File: src/shared/dps_defines.svh
`ifndef DPS_DEFINES_SVH
`define DPS_DEFINES_SVH
// Behaviour
// RULE1: opcode 101101 decodes right-part doubleword store
// RULE2: partial address is base plus signed offset
// RULE3: right store writes low one to eight bytes
// RULE4: right store lanes follow offset and endianness
// RULE5: left store right-justifies top source bytes
// RULE6: flip low physical bits, zero when little memory
// RULE7: right store shifts source left, zero fill
// RULE8: partial stores raise tlb, bus, address, watch faults; the code raises no address fault for them
// RULE9: release six mode rejects partial stores
// RULE10: decode indexed float store, function 001001
// RULE11: indexed address is base plus index, aligned
// RULE12: float store writes low word, then high word
// RULE13: float store needs fpu, either register mode
// RULE14: float store raises tlb, unusable, address, watch faults
// RULE15: opcode 101100 decodes left-part doubleword store
// RULE16: byte-enable mask leaves other bytes untouched
// ----------------------------------------
// instruction encodings
// ----------------------------------------
`define DPS_OP_LEFT 6'h2c
`define DPS_OP_RIGHT 6'h2d
`define DPS_OP_FPX 6'h13
`define DPS_FN_FSTORE 6'h09
`define DPS_ZERO5 5'h00
// ----------------------------------------
// register offsets
// ----------------------------------------
`define DPS_REG_CTRL 4'h0
`define DPS_REG_STATUS 4'h4
`define DPS_REG_MASK 4'h8
`define DPS_REG_STATE 4'hc
// ----------------------------------------
// control fields and reset values
// ----------------------------------------
`define DPS_CTL_MEM_BE 0
`define DPS_CTL_FLIP 1
`define DPS_CTL_CPU_BE 2
`define DPS_CTL_REL6 3
`define DPS_CTL_FPU 4
`define DPS_CTL_FR 5
`define DPS_CTL_COP1_EN 6
`define DPS_CTRL_RST 8'h55
`define DPS_MASK_RST 9'h000
`define DPS_ST_DONE 8
`endif

File: src/shared/dps_pkg.sv
package dps_pkg;
	// ----------------------------------------
	// types shared by the store unit
	// ----------------------------------------
	typedef enum logic [1:0] {
		DPS_IDLE = 2'b00,
		DPS_XLATE = 2'b01,
		DPS_WRHI = 2'b10
	} dps_state_t;
	typedef enum logic [1:0] {
		DPS_K_LEFT = 2'b00,
		DPS_K_RIGHT = 2'b01,
		DPS_K_FLOAT = 2'b10
	} dps_kind_t;
	// bit 0 is tlb_refill, bit 7 is watch
	typedef struct packed {
		logic watch;
		logic cop_unusable;
		logic reserved_instr;
		logic addr_err;
		logic bus_err;
		logic tlb_mod;
		logic tlb_invalid;
		logic tlb_refill;
	} dps_cause_t;
	typedef struct packed {
		logic refill;
		logic invalid;
		logic modified;
		logic watch;
	} dps_xlate_fault_t;
	typedef struct packed {
		logic valid;
		logic [63:0] addr;
		logic [63:0] vaddr;
		logic [63:0] data;
		logic [7:0] be;
		logic [2:0] cca;
	} dps_mem_wr_t;
endpackage : dps_pkg

File: src/dps_store_unit.sv
`timescale 1ns/1ns
`include "dps_defines.svh"
module dps_store_unit
#(
	parameter int PA_W = 48
)
(
	input wire logic clock,
	input wire logic rst_b,
	input wire logic [3:0] reg_addr,
	input wire logic [31:0] reg_wdata,
	input wire logic reg_wr,
	input wire logic reg_rd,
	output logic [31:0] reg_rdata,
	output logic irq,
	input wire logic instr_valid,
	input wire logic [31:0] instr,
	input wire logic [63:0] base_value,
	input wire logic [63:0] second_value,
	input wire logic [63:0] float_value,
	output logic busy,
	output logic xlate_req,
	output logic [63:0] xlate_vaddr,
	input wire logic xlate_ack,
	input wire logic [63:0] xlate_paddr,
	input wire logic [2:0] xlate_cca,
	input wire dps_pkg::dps_xlate_fault_t xlate_fault,
	output dps_pkg::dps_mem_wr_t mem_wr,
	input wire logic mem_bus_err,
	output logic exc_valid,
	output dps_pkg::dps_cause_t exc_cause
);
	localparam logic [63:0] PA_MASK = {64{1'b1}} >> (64 - PA_W);

	// ----------------------------------------
	// state
	// ----------------------------------------
	dps_pkg::dps_state_t state_q, state_d;
	dps_pkg::dps_kind_t kind_q, kind_d;
	logic [63:0] va_q, va_d;
	logic [63:0] src_q, src_d;
	logic [63:0] pa_q, pa_d;
	logic [2:0] cca_q, cca_d;
	dps_pkg::dps_mem_wr_t wr_q, wr_d;
	dps_pkg::dps_cause_t exc_q, exc_d;
	logic exv_q, exv_d;
	logic req_q, req_d;
	logic [7:0] ctrl_q, ctrl_d;
	logic [8:0] st_q, st_d;
	logic [8:0] mask_q, mask_d;
	logic [31:0] rdata_q, rdata_d;
	logic irq_q, irq_d;
	logic busy_q, busy_d;

	// ----------------------------------------
	// decode
	// ----------------------------------------
	logic dec_left, dec_right, dec_flt, dec_any;
	logic [63:0] ea_imm, ea_idx;
	logic fpu_ok, done;
	logic [2:0] bsel;
	logic [63:0] pa_part, pa_flt;

	// field layouts of the three stores
	always_comb
	begin
		dec_left = instr[31:26] == `DPS_OP_LEFT; // RULE15
		dec_right = instr[31:26] == `DPS_OP_RIGHT; // RULE1
		dec_flt = instr[31:26] == `DPS_OP_FPX && instr[10:6] == `DPS_ZERO5
			&& instr[5:0] == `DPS_FN_FSTORE; // RULE10
		dec_any = dec_left || dec_right || dec_flt;
		ea_imm = base_value + {{48{instr[15]}}, instr[15:0]}; // RULE2
		ea_idx = base_value + second_value; // RULE11
		fpu_ok = ctrl_q[`DPS_CTL_FPU] && ctrl_q[`DPS_CTL_COP1_EN]; // RULE13
	end

	// lane select and endian-adjusted physical addresses
	always_comb
	begin
		bsel = va_q[2:0] ^ {3{ctrl_q[`DPS_CTL_CPU_BE]}}; // RULE5
		pa_part = {xlate_paddr[63:3], xlate_paddr[2:0] ^ {3{ctrl_q[`DPS_CTL_FLIP]}}}; // RULE6
		if (!ctrl_q[`DPS_CTL_MEM_BE])
		begin
			pa_part[2:0] = 3'h0; // RULE6
		end
		pa_part = pa_part & PA_MASK;
		pa_flt = (xlate_paddr ^ {61'h0, ctrl_q[`DPS_CTL_CPU_BE] ^ ctrl_q[`DPS_CTL_FLIP], 2'h0})
			& PA_MASK; // RULE12
	end

	// ----------------------------------------
	// store sequencer
	// ----------------------------------------
	// faults other than bus errors are checked before any byte leaves, so a refused store never writes
	always_comb
	begin
		state_d = state_q;
		kind_d = kind_q;
		va_d = va_q;
		src_d = src_q;
		pa_d = pa_q;
		cca_d = cca_q;
		wr_d = wr_q;
		wr_d.valid = 1'b0;
		exc_d = '0;
		done = 1'b0;
		case (state_q)
			dps_pkg::DPS_IDLE:
			begin
				if (instr_valid && dec_any)
				begin
					if (ctrl_q[`DPS_CTL_REL6])
					begin
						exc_d.reserved_instr = 1'b1; // RULE9
					end
					else if (dec_flt && !fpu_ok)
					begin
						exc_d.cop_unusable = 1'b1; // RULE14
					end
					else if (dec_flt && ea_idx[2:0] != 3'h0)
					begin
						exc_d.addr_err = 1'b1; // RULE11
					end
					else
					begin
						state_d = dps_pkg::DPS_XLATE;
						kind_d = dec_flt ? dps_pkg::DPS_K_FLOAT
							: (dec_left ? dps_pkg::DPS_K_LEFT : dps_pkg::DPS_K_RIGHT);
						va_d = dec_flt ? ea_idx : ea_imm;
						src_d = dec_flt ? float_value : second_value;
					end
				end
			end
			dps_pkg::DPS_XLATE:
			begin
				if (xlate_ack)
				begin
					exc_d.tlb_refill = xlate_fault.refill; // RULE8
					exc_d.tlb_invalid = xlate_fault.invalid; // RULE8
					exc_d.tlb_mod = xlate_fault.modified; // RULE8
					exc_d.watch = xlate_fault.watch; // RULE14
					state_d = dps_pkg::DPS_IDLE;
					cca_d = xlate_cca;
					if (xlate_fault == '0)
					begin
						wr_d.valid = 1'b1;
						wr_d.vaddr = va_q;
						wr_d.cca = xlate_cca;
						case (kind_q)
							dps_pkg::DPS_K_LEFT:
							begin
								wr_d.addr = pa_part;
								wr_d.data = src_q >> (6'h38 - {bsel, 3'h0}); // RULE5
								wr_d.be = 8'hff >> (3'h7 - bsel); // RULE16
								done = 1'b1;
							end
							dps_pkg::DPS_K_RIGHT:
							begin
								wr_d.addr = pa_part;
								wr_d.data = src_q << {bsel, 3'h0}; // RULE7
								wr_d.be = 8'hff << bsel; // RULE3 RULE4 RULE16
								done = 1'b1;
							end
							default:
							begin
								// low word first at the adjusted address
								wr_d.addr = pa_flt;
								wr_d.data = {src_q[31:0], src_q[31:0]}; // RULE12
								wr_d.be = pa_flt[2] ? 8'hf0 : 8'h0f;
								pa_d = pa_flt ^ 64'h0000_0000_0000_0004;
								state_d = dps_pkg::DPS_WRHI;
							end
						endcase
					end
				end
			end
			dps_pkg::DPS_WRHI:
			begin
				wr_d.valid = 1'b1;
				wr_d.addr = pa_q;
				wr_d.vaddr = va_q + 64'h0000_0000_0000_0004; // RULE12
				wr_d.data = {src_q[63:32], src_q[63:32]};
				wr_d.be = pa_q[2] ? 8'hf0 : 8'h0f;
				wr_d.cca = cca_q;
				state_d = dps_pkg::DPS_IDLE;
				done = 1'b1;
			end
			default:
			begin
				state_d = dps_pkg::DPS_IDLE;
			end
		endcase
		exc_d.bus_err = mem_bus_err; // RULE8
		exv_d = exc_d != '0;
		req_d = state_d == dps_pkg::DPS_XLATE;
		busy_d = state_d != dps_pkg::DPS_IDLE;
	end

	// ----------------------------------------
	// register port and interrupt
	// ----------------------------------------
	// a read clears status, but an event in the same cycle survives it
	always_comb
	begin
		ctrl_d = ctrl_q;
		mask_d = mask_q;
		st_d = st_q;
		rdata_d = 32'h0000_0000;
		if (reg_wr && reg_addr == `DPS_REG_CTRL)
		begin
			ctrl_d = reg_wdata[7:0];
		end
		if (reg_wr && reg_addr == `DPS_REG_MASK)
		begin
			mask_d = reg_wdata[8:0];
		end
		if (reg_rd)
		begin
			case (reg_addr)
				`DPS_REG_CTRL: rdata_d = {24'h00_0000, ctrl_q};
				`DPS_REG_STATUS: rdata_d = {23'h00_0000, st_q};
				`DPS_REG_MASK: rdata_d = {23'h00_0000, mask_q};
				`DPS_REG_STATE: rdata_d = {28'h000_0000, kind_q, state_q};
				default: rdata_d = 32'h0000_0000;
			endcase
			if (reg_addr == `DPS_REG_STATUS)
			begin
				st_d = 9'h000;
			end
		end
		st_d = st_d | {done, exc_d};
		irq_d = |(st_d & mask_d);
	end

	// all registers, synchronous active-low reset
	always_ff @(posedge clock)
	begin
		if (!rst_b)
		begin
			state_q <= dps_pkg::DPS_IDLE;
			kind_q <= dps_pkg::DPS_K_LEFT;
			va_q <= 64'h0000_0000_0000_0000;
			src_q <= 64'h0000_0000_0000_0000;
			pa_q <= 64'h0000_0000_0000_0000;
			cca_q <= 3'h0;
			wr_q <= '0;
			exc_q <= '0;
			exv_q <= 1'b0;
			req_q <= 1'b0;
			ctrl_q <= `DPS_CTRL_RST;
			mask_q <= `DPS_MASK_RST;
			st_q <= 9'h000;
			rdata_q <= 32'h0000_0000;
			irq_q <= 1'b0;
			busy_q <= 1'b0;
		end
		else
		begin
			state_q <= state_d;
			kind_q <= kind_d;
			va_q <= va_d;
			src_q <= src_d;
			pa_q <= pa_d;
			cca_q <= cca_d;
			wr_q <= wr_d;
			exc_q <= exc_d;
			exv_q <= exv_d;
			req_q <= req_d;
			ctrl_q <= ctrl_d;
			mask_q <= mask_d;
			st_q <= st_d;
			rdata_q <= rdata_d;
			irq_q <= irq_d;
			busy_q <= busy_d;
		end
	end

	assign reg_rdata = rdata_q;
	assign irq = irq_q;
	assign busy = busy_q;
	assign xlate_req = req_q;
	assign xlate_vaddr = va_q;
	assign mem_wr = wr_q;
	assign exc_valid = exv_q;
	assign exc_cause = exc_q;

	logic take_ok;
	assign take_ok = state_q == dps_pkg::DPS_XLATE && xlate_ack && xlate_fault == '0;
endmodule : dps_store_unit

File: config.mk
export PLATFORM = sky130hd
export DESIGN_NAME = dps_store_unit
export DESIGN_NICKNAME = d
export VERILOG_FILES = /design/src/shared/dps_pkg.sv /design/src/dps_store_unit.sv
export VERILOG_INCLUDE_DIRS = /design/src /design/src/shared
export SDC_FILE = /design/constraint.sdc
export NUM_CORES = 2
export LEC_CHECK = 0
export BUFFER_PORTS_ARGS = -buffer_cell sky130_fd_sc_hd__buf_2
export CAP_MARGIN = 5
export CORE_AREA = 2 2 255 257
export CTS_CLUSTER_SIZE = 10
export DETAILED_ROUTE_END_ITERATION = 10
export DIE_AREA = 0 0 257 259
export PLACE_DENSITY_LB_ADDON = 0.15
export SETUP_SLACK_MARGIN = 0.4
export SYNTH_ARGS = -nofsm -noshare
export SYNTH_HDL_FRONTEND = slang
export SYNTH_SLANG_ARGS = --single-unit
File: constraint.sdc
create_clock -name clock -period 7.7 [get_ports clock]
set_clock_uncertainty 0.2 [all_clocks]
set_input_delay 1.155 -clock clock [delete_from_list [all_inputs] [get_ports clock]]
set_output_delay 1.155 -clock clock [all_outputs]
set_load 0.05 [all_outputs]
# Yosys cells after proc, flatten, opt, wreduce, memory -nomap -nowiden
# Cells that the tools add are included.
[word_totals]
reg_bits = 457
in_bits = 338
output_inout_bits = 312
wordCells = 128
[classes]
n_addsub = 5
eq_ne = 13
n_shift = 4
muxes = 40
bitwise = 11
n_reduce_logical = 27
[op_table]
columns = ["operator", "n"]
rows = [
  ["2-to-1 mux 204 bit", 2],
  ["case mux 204 bit (2 select lines)", 1],
  ["case mux 72 bit (2 select lines)", 1],
  ["adder 64 bit", 2],
  ["2-to-1 mux 64 bit", 2],
  ["adder 64 x 3 -> 64 bit (second input constant)", 1],
  ["left shift 64 x 6 -> 64 bit", 1],
  [">> shifter 64 x 6 -> 64 bit", 1],
  ["2-to-1 mux 48 bit", 1],
  ["XOR 48 x 3 -> 48 bit", 1],
  ["case mux 9 bit (4 select lines)", 1],
  ["2-to-1 mux 9 bit", 3],
  ["2-to-1 mux 2 bit", 8],
  ["2-to-1 mux 8 bit", 2],
  ["2-to-1 mux 3 bit", 5],
  ["== test 6 bit (second input constant)", 2],
  ["2-to-1 mux 1 bit", 12],
  ["AND 9 bit", 1],
  ["OR 9 bit", 1],
  ["OR reduction 9 bit", 1],
  ["== test 4 bit (second input constant)", 2],
  ["logical AND 1 bit", 8],
  ["zero test 4 bit", 2],
  ["nonzero test 8 bit", 1],
  ["other kinds (27)", 38],
]

# Logic depth before layout (Yosys ltp)
[depth]
depth_word = 12
ltp_mapped = 14
mapped_depth_nobuf = 14

# Least setup slack after synthesis
# Ideal clock, no wire load.
[synth_path]
kind = "input-to-reg"
from = "in instr[0]"
to = "reg va_q[36] (netlist: xlate_vaddr[36])"
setup_ps = 137
arrival_ps = 3758
required_ps = 7363
path_slack_ps = 3606
path_stages = 14
n_path_buf = 0
cell_sequence = "ha_1 inv_1 fa_1 nand2b_1 a21oi_1 o211ai_1 a21oi_2 a21oi_1 o311ai_1 a31o_2 nand4_2 o31ai_1 mux2i_1 a31oi_1"
[synth_between]
elab_chain_len = 5
word_cells_on_any_way = 11
cone_classes = "add/sub (1); eq/ne (1); mux (1); bitwise (2); reduce/logical (6)"
[synth_rtl]
columns = ["element", "line_no", "source"]
rows = [
  ["from (decl)", "dps_store_unit.sv:17", "input wire logic [31:0] instr,"],
  ["branches (longest 5 deep; another with adder 64 bit)", "--", ""],
  ["to (signal assigned)", "dps_store_unit.sv:261", "va_q <= va_d;"],
  ["to (decl)", "dps_store_unit.sv:40", "logic [63:0] va_q, va_d;"],
]
# Several ways; the timed one is not identified.
# A chain may end at the register's enable or synchronous reset.

# Final worst setup path
[layout_path]
from = "in instr[15]"
to = "reg va_q[58] (netlist: xlate_vaddr[58])"
[layout_between]
elab_chain_len = 2
[layout_rtl]
columns = ["element", "line_no", "source"]
rows = [
  ["adder 64 bit", "dps_store_unit.sv:72", "ea_imm = base_value + {{48{instr[15]}}, instr[15:0]};"],
  ["2-to-1 mux 64 bit", "dps_store_unit.sv:129", "va_d = dec_flt ? ea_idx : ea_imm;"],
]
# No other way between the ends.

==> flow_summary_export.csv <==
group,metric,value,unit
outcome,status,"complete, no violations",
clocking,ctsHoldBuffers,0,
worst_setup_path,slowest_stage,"buf_4",
synthesis,synthFlopType,"dfxtp_1",
routing,vias,32407,
synthesis,postSynth.asyncResetShare,0,%
synthesis,synthTopCellsByArea,"dfxtp_1, a21oi_1, nand2_1, nor2_1, ha_1",
worst_setup_path,r2r_slack,3.36,ns
routing,antenna_left,0,
power_and_ir_drop,peakVddDrop,0.1541,mV
power_and_ir_drop,powerDensity,166.8,nW/um2
floorplanning,dieHeight,259,um
timing,setup_viol,0,
placement,dp.final_hpwl,94910,um
worst_setup_path,crit_path_start_kind,"primary input",
hold_path,holdCritStartpoint,"mem_wr[44]",
grt,grt.total_usage,35.96,%
routing,routed_wl,126100,um
clocking,cts_buffers,52,
placement,gp_congestion,0.9782,
clocking,postCtsSetupBuffers,0,
grt,grt_first_pass_wirelength,185100,um
worst_setup_path,arrival,4.85,ns
synthesis,ys_seq_elements,418,
grt,grt-ovfl-total,0,
synthesis,synth_edf_count,0,
routing,wl_per_cell,23.72,um
power_and_ir_drop,swShare,30.85,%
worst_setup_path,path_class,"in -> reg",
floorplanning,die_w,257,um
power_and_ir_drop,p_comb_share,19.7,%
synthesis,synth_top_area_share,28.72,%
worst_setup_path,reg2regPathDepth,9,
synthesis,syn-cell-area,29140,um2
timing,finalCriticalPeriod,4.570,ns
grt,grt_antenna_before_repair,2,
timing,relSlewSlack,20.43,%
clocking,clk_latency,0.61,ns
floorplanning,io_pins,650,
grt,grt_pass1_vias,28857,
worst_setup_path,r2r_start,"state_q[0]",
worst_setup_path,crit_path_start,"instr[15]",
synthesis,synth-seq-area-share,28.72,%
synthesis,yosysUniqueCellTypes,93,
timing,tightest_slew,1.184,ns
synthesis,synthesis.instances,4085,
worst_setup_path,end_kind,"flip-flop",
synthesis,ys_warn_count,0,
timing,final_min_period_over_clock_period,59.35,%
layout,syn_to_final_growth,15.67,%
power_and_ir_drop,internal_power,0.003887,W
placement,placed_cells,5241,
clocking,root_buffer,"clkbuf_16",
worst_setup_path,cpPeakStageDelay,0.51,ns
hold_path,holdPathEnd,"mem_wr[44]",
layout,fin_cells,5316,
power_and_ir_drop,leakagePower,13.61,nW
routing,dr.first_iter.drc_count,3915,
timing,drv_slew,0,
floorplanning,std_cell_rows,93,
power_and_ir_drop,seqPwrFrac,39.1,%
routing,drt_first_pass_iters,6,
placement,pre_cts_ws,2.547,ns
worst_setup_path,crit_path_cell_trace,"buf_2 -> buf_4 -> ha_1 -> a21o_1 -> a21o_1 -> a211oi_1 -> o31ai_1 -> o31ai_2 -> o21bai_1 -> a221o_1 -> a21oi_1 -> mux2_1 -> a21oi_1 -> a211oi_2",
timing,finalHoldViolCount,0,
clocking,clock_sinks,418,
clocking,post_cts_resized,0,
synthesis,synth_largest_area_cell,"dfxtp_1",
worst_setup_path,worstPathRequired,7.98,ns
layout,layout-drive-gt1-share,16.54,%
synthesis,syn_area_per_cell,7.133,um2
power_and_ir_drop,clkPwrFrac,41.2,%
power_and_ir_drop,switchingPower,0.001734,W
worst_setup_path,timing.rr.end,"mem_wr[98]",
floorplanning,core,63880,um2
hold_path,hold_path_depth,2,
clocking,h-tree-depth,2,
layout,nNetsFinal,4910,
placement,port-buffer-count,561,
timing,setup_tns,0,ns
timing,fmax,218.8,MHz
hold_path,hp-class,"reg -> reg",
layout,diodes,0,
floorplanning,dieArea,66560,um2
timing,layout_setup_ws,3.130,ns
routing,routed_via_density,6.096,
floorplanning,start_util,45.61,%
routing,drc,0,
job,max_cap_violations,0,
worst_setup_path,critPathMaxFanout,49,
timing,rsz0062_at_grt,"false",
clocking,ctsLongestPathBuffers,3,
grt,grt_max_degree,200,
clocking,clk_pin_slew,0.05,ns
clocking,cts_tree,"done",
## cells in the final DEF, fill, tap and decap left out, drive strengths merged, types with 7 or more instances in the layout
| cell | instances |
|---|---|
| a211oi | 48 |
| a21boi | 10 |
| a21o | 63 |
| a21oi | 544 |
| a221oi | 32 |
| a22oi | 105 |
| a311oi | 79 |
| a31oi | 27 |
| a41oi | 10 |
| and2 | 22 |
| and3 | 33 |
| and4 | 10 |
| buf | 601 |
| clkbuf | 64 |
| conb | 39 |
| dfxtp | 418 |
| ha | 130 |
| inv | 62 |
| mux2i | 114 |
| nand2 | 622 |
| nand2b | 17 |
| nand3 | 78 |
| nand4 | 59 |
| nor2 | 514 |
| nor2b | 34 |
| nor3 | 66 |
| nor4 | 15 |
| o211ai | 26 |
| o21a | 20 |
| o21ai | 303 |
| o21bai | 39 |
| o221ai | 7 |
| o22ai | 10 |
| o31ai | 17 |
| or2 | 7 |
| or3 | 7 |
| or4 | 8 |
| xnor2 | 74 |
| xor2 | 52 |
## flip-flops by register name, indices dropped and copies added, names as in the netlist, 2 cells and up
| signal | cells |
|---|---|
| mem_wr | 188 |
| src_q | 64 |
| xlate_vaddr | 64 |
| pa_q | 48 |
| mask_q | 9 |
| reg_rdata | 9 |
| st_q | 9 |
| ctrl_q | 8 |
| exc_cause | 8 |
| cca_q | 3 |
| kind_q | 2 |
| state_q | 2 |
## power groups by stage
stage | clock, W | sequential [W] | combinational (W)
2_1_floorplan | 0 | 0.00225 | 0.000728
3_3_place_gp | 0 | 0.00224 | 0.00108
3_5_place_dp | 0 | 0.00224 | 0.00107
4_1_cts | 0.00234 | 0.00220 | 0.00108
5_1_grt | 0.00242 | 0.00220 | 0.00119
6_report | 0.00231 | 0.00220 | 0.00111
## stage by stage
stage	hold slack (ns)	area [um2]	total power (W)	util, %
6_report	0.2460	33700	0.005621	52.76
2_1_floorplan	0.2357	29280	0.002977	-
3_5_place_dp	0.2429	32150	0.003316	50.33
3_3_place_gp	0.2361	32150	0.003323	50.33
4_1_cts	0.2499	33700	0.005617	52.76
5_1_grt	0.2664	33700	0.005812	52.76
## worst max-delay path, delay by kind of cell
family | cells | cell delay (ns)
adders and majority gates | 1 | 0.42
buffers and inverters | 2 | 0.58
AOI/OAI and AO/OA | 10 | 2.35
muxes | 1 | 0.34
## logic make-up (layout without fill, tap and decap cells)
| logic type | Yosys count | count (layout) | synth area share (%) |
|---|---|---|---|
| xor gates and xnor gates | 126 | 126 | 3.787 |
| adders and majority gates | 132 | 132 | 5.719 |
| and+or+nand+nor | 1511 | 1511 | 22.56 |
| AOI/OAI and AO/OA | 1383 | 1383 | 29.40 |
| DFF | 418 | 418 | 28.72 |
| buffers and inverters | 398 | 736 | 5.814 |
| muxes | 116 | 116 | 3.993 |
| other | 1 | 39 | 0.01287 |
## Yosys cell counts (all sizes together), types with 63 or more instances
| library cell | number |
|---|---|
| nand2 | 622 |
| a22oi | 105 |
| a311oi | 79 |
| ha | 130 |
| dfxtp | 418 |
| a21oi | 544 |
| xnor2 | 74 |
| mux2i | 114 |
| a21o | 63 |
| nor3 | 66 |
| nand3 | 78 |
| nor2 | 514 |
| o21ai | 303 |
| clkbuf | 245 |
| buf | 93 |
## per-layer routing
metal,wire length [um],global-route usage [%],vias to the layer above
met5,32,0,-
met1,54250,50.29,15168
met2,53370,54.40,1706
met3,12530,6.766,238
li1,-,-,15291
met4,5935,14.32,4
## worst max path at each step
| stage | to | slack (ns) | cells after the start |
|---|---|---|---|
| after detailed placement | mem_wr[98] | 2.55 | 11 |
| after global placement | mem_wr[98] | 2.48 | 11 |
| after floorplan | xlate_vaddr[36] | 3.61 | 14 |
| after global routing | xlate_vaddr[45] | 2.83 | 14 |
| after CTS | mem_wr[98] | 3.16 | 11 |
| final | xlate_vaddr[58] | 3.13 | 14 |
## cell type report
| type | instances | area (um2) |
|---|---|---|
| tap | 855 | 1070 |
| fill | 6499 | 30180 |
| sequential | 418 | 8369 |
| inverter | 60 | 232.7 |
| timing repair buffer | 601 | 3133 |
| multi-input combinational | 3307 | 19350 |
| clock buffer | 64 | 1386 |
| clock inverter | 11 | 166.4 |
No activity file was read; power rests on OpenSTA's default activity.
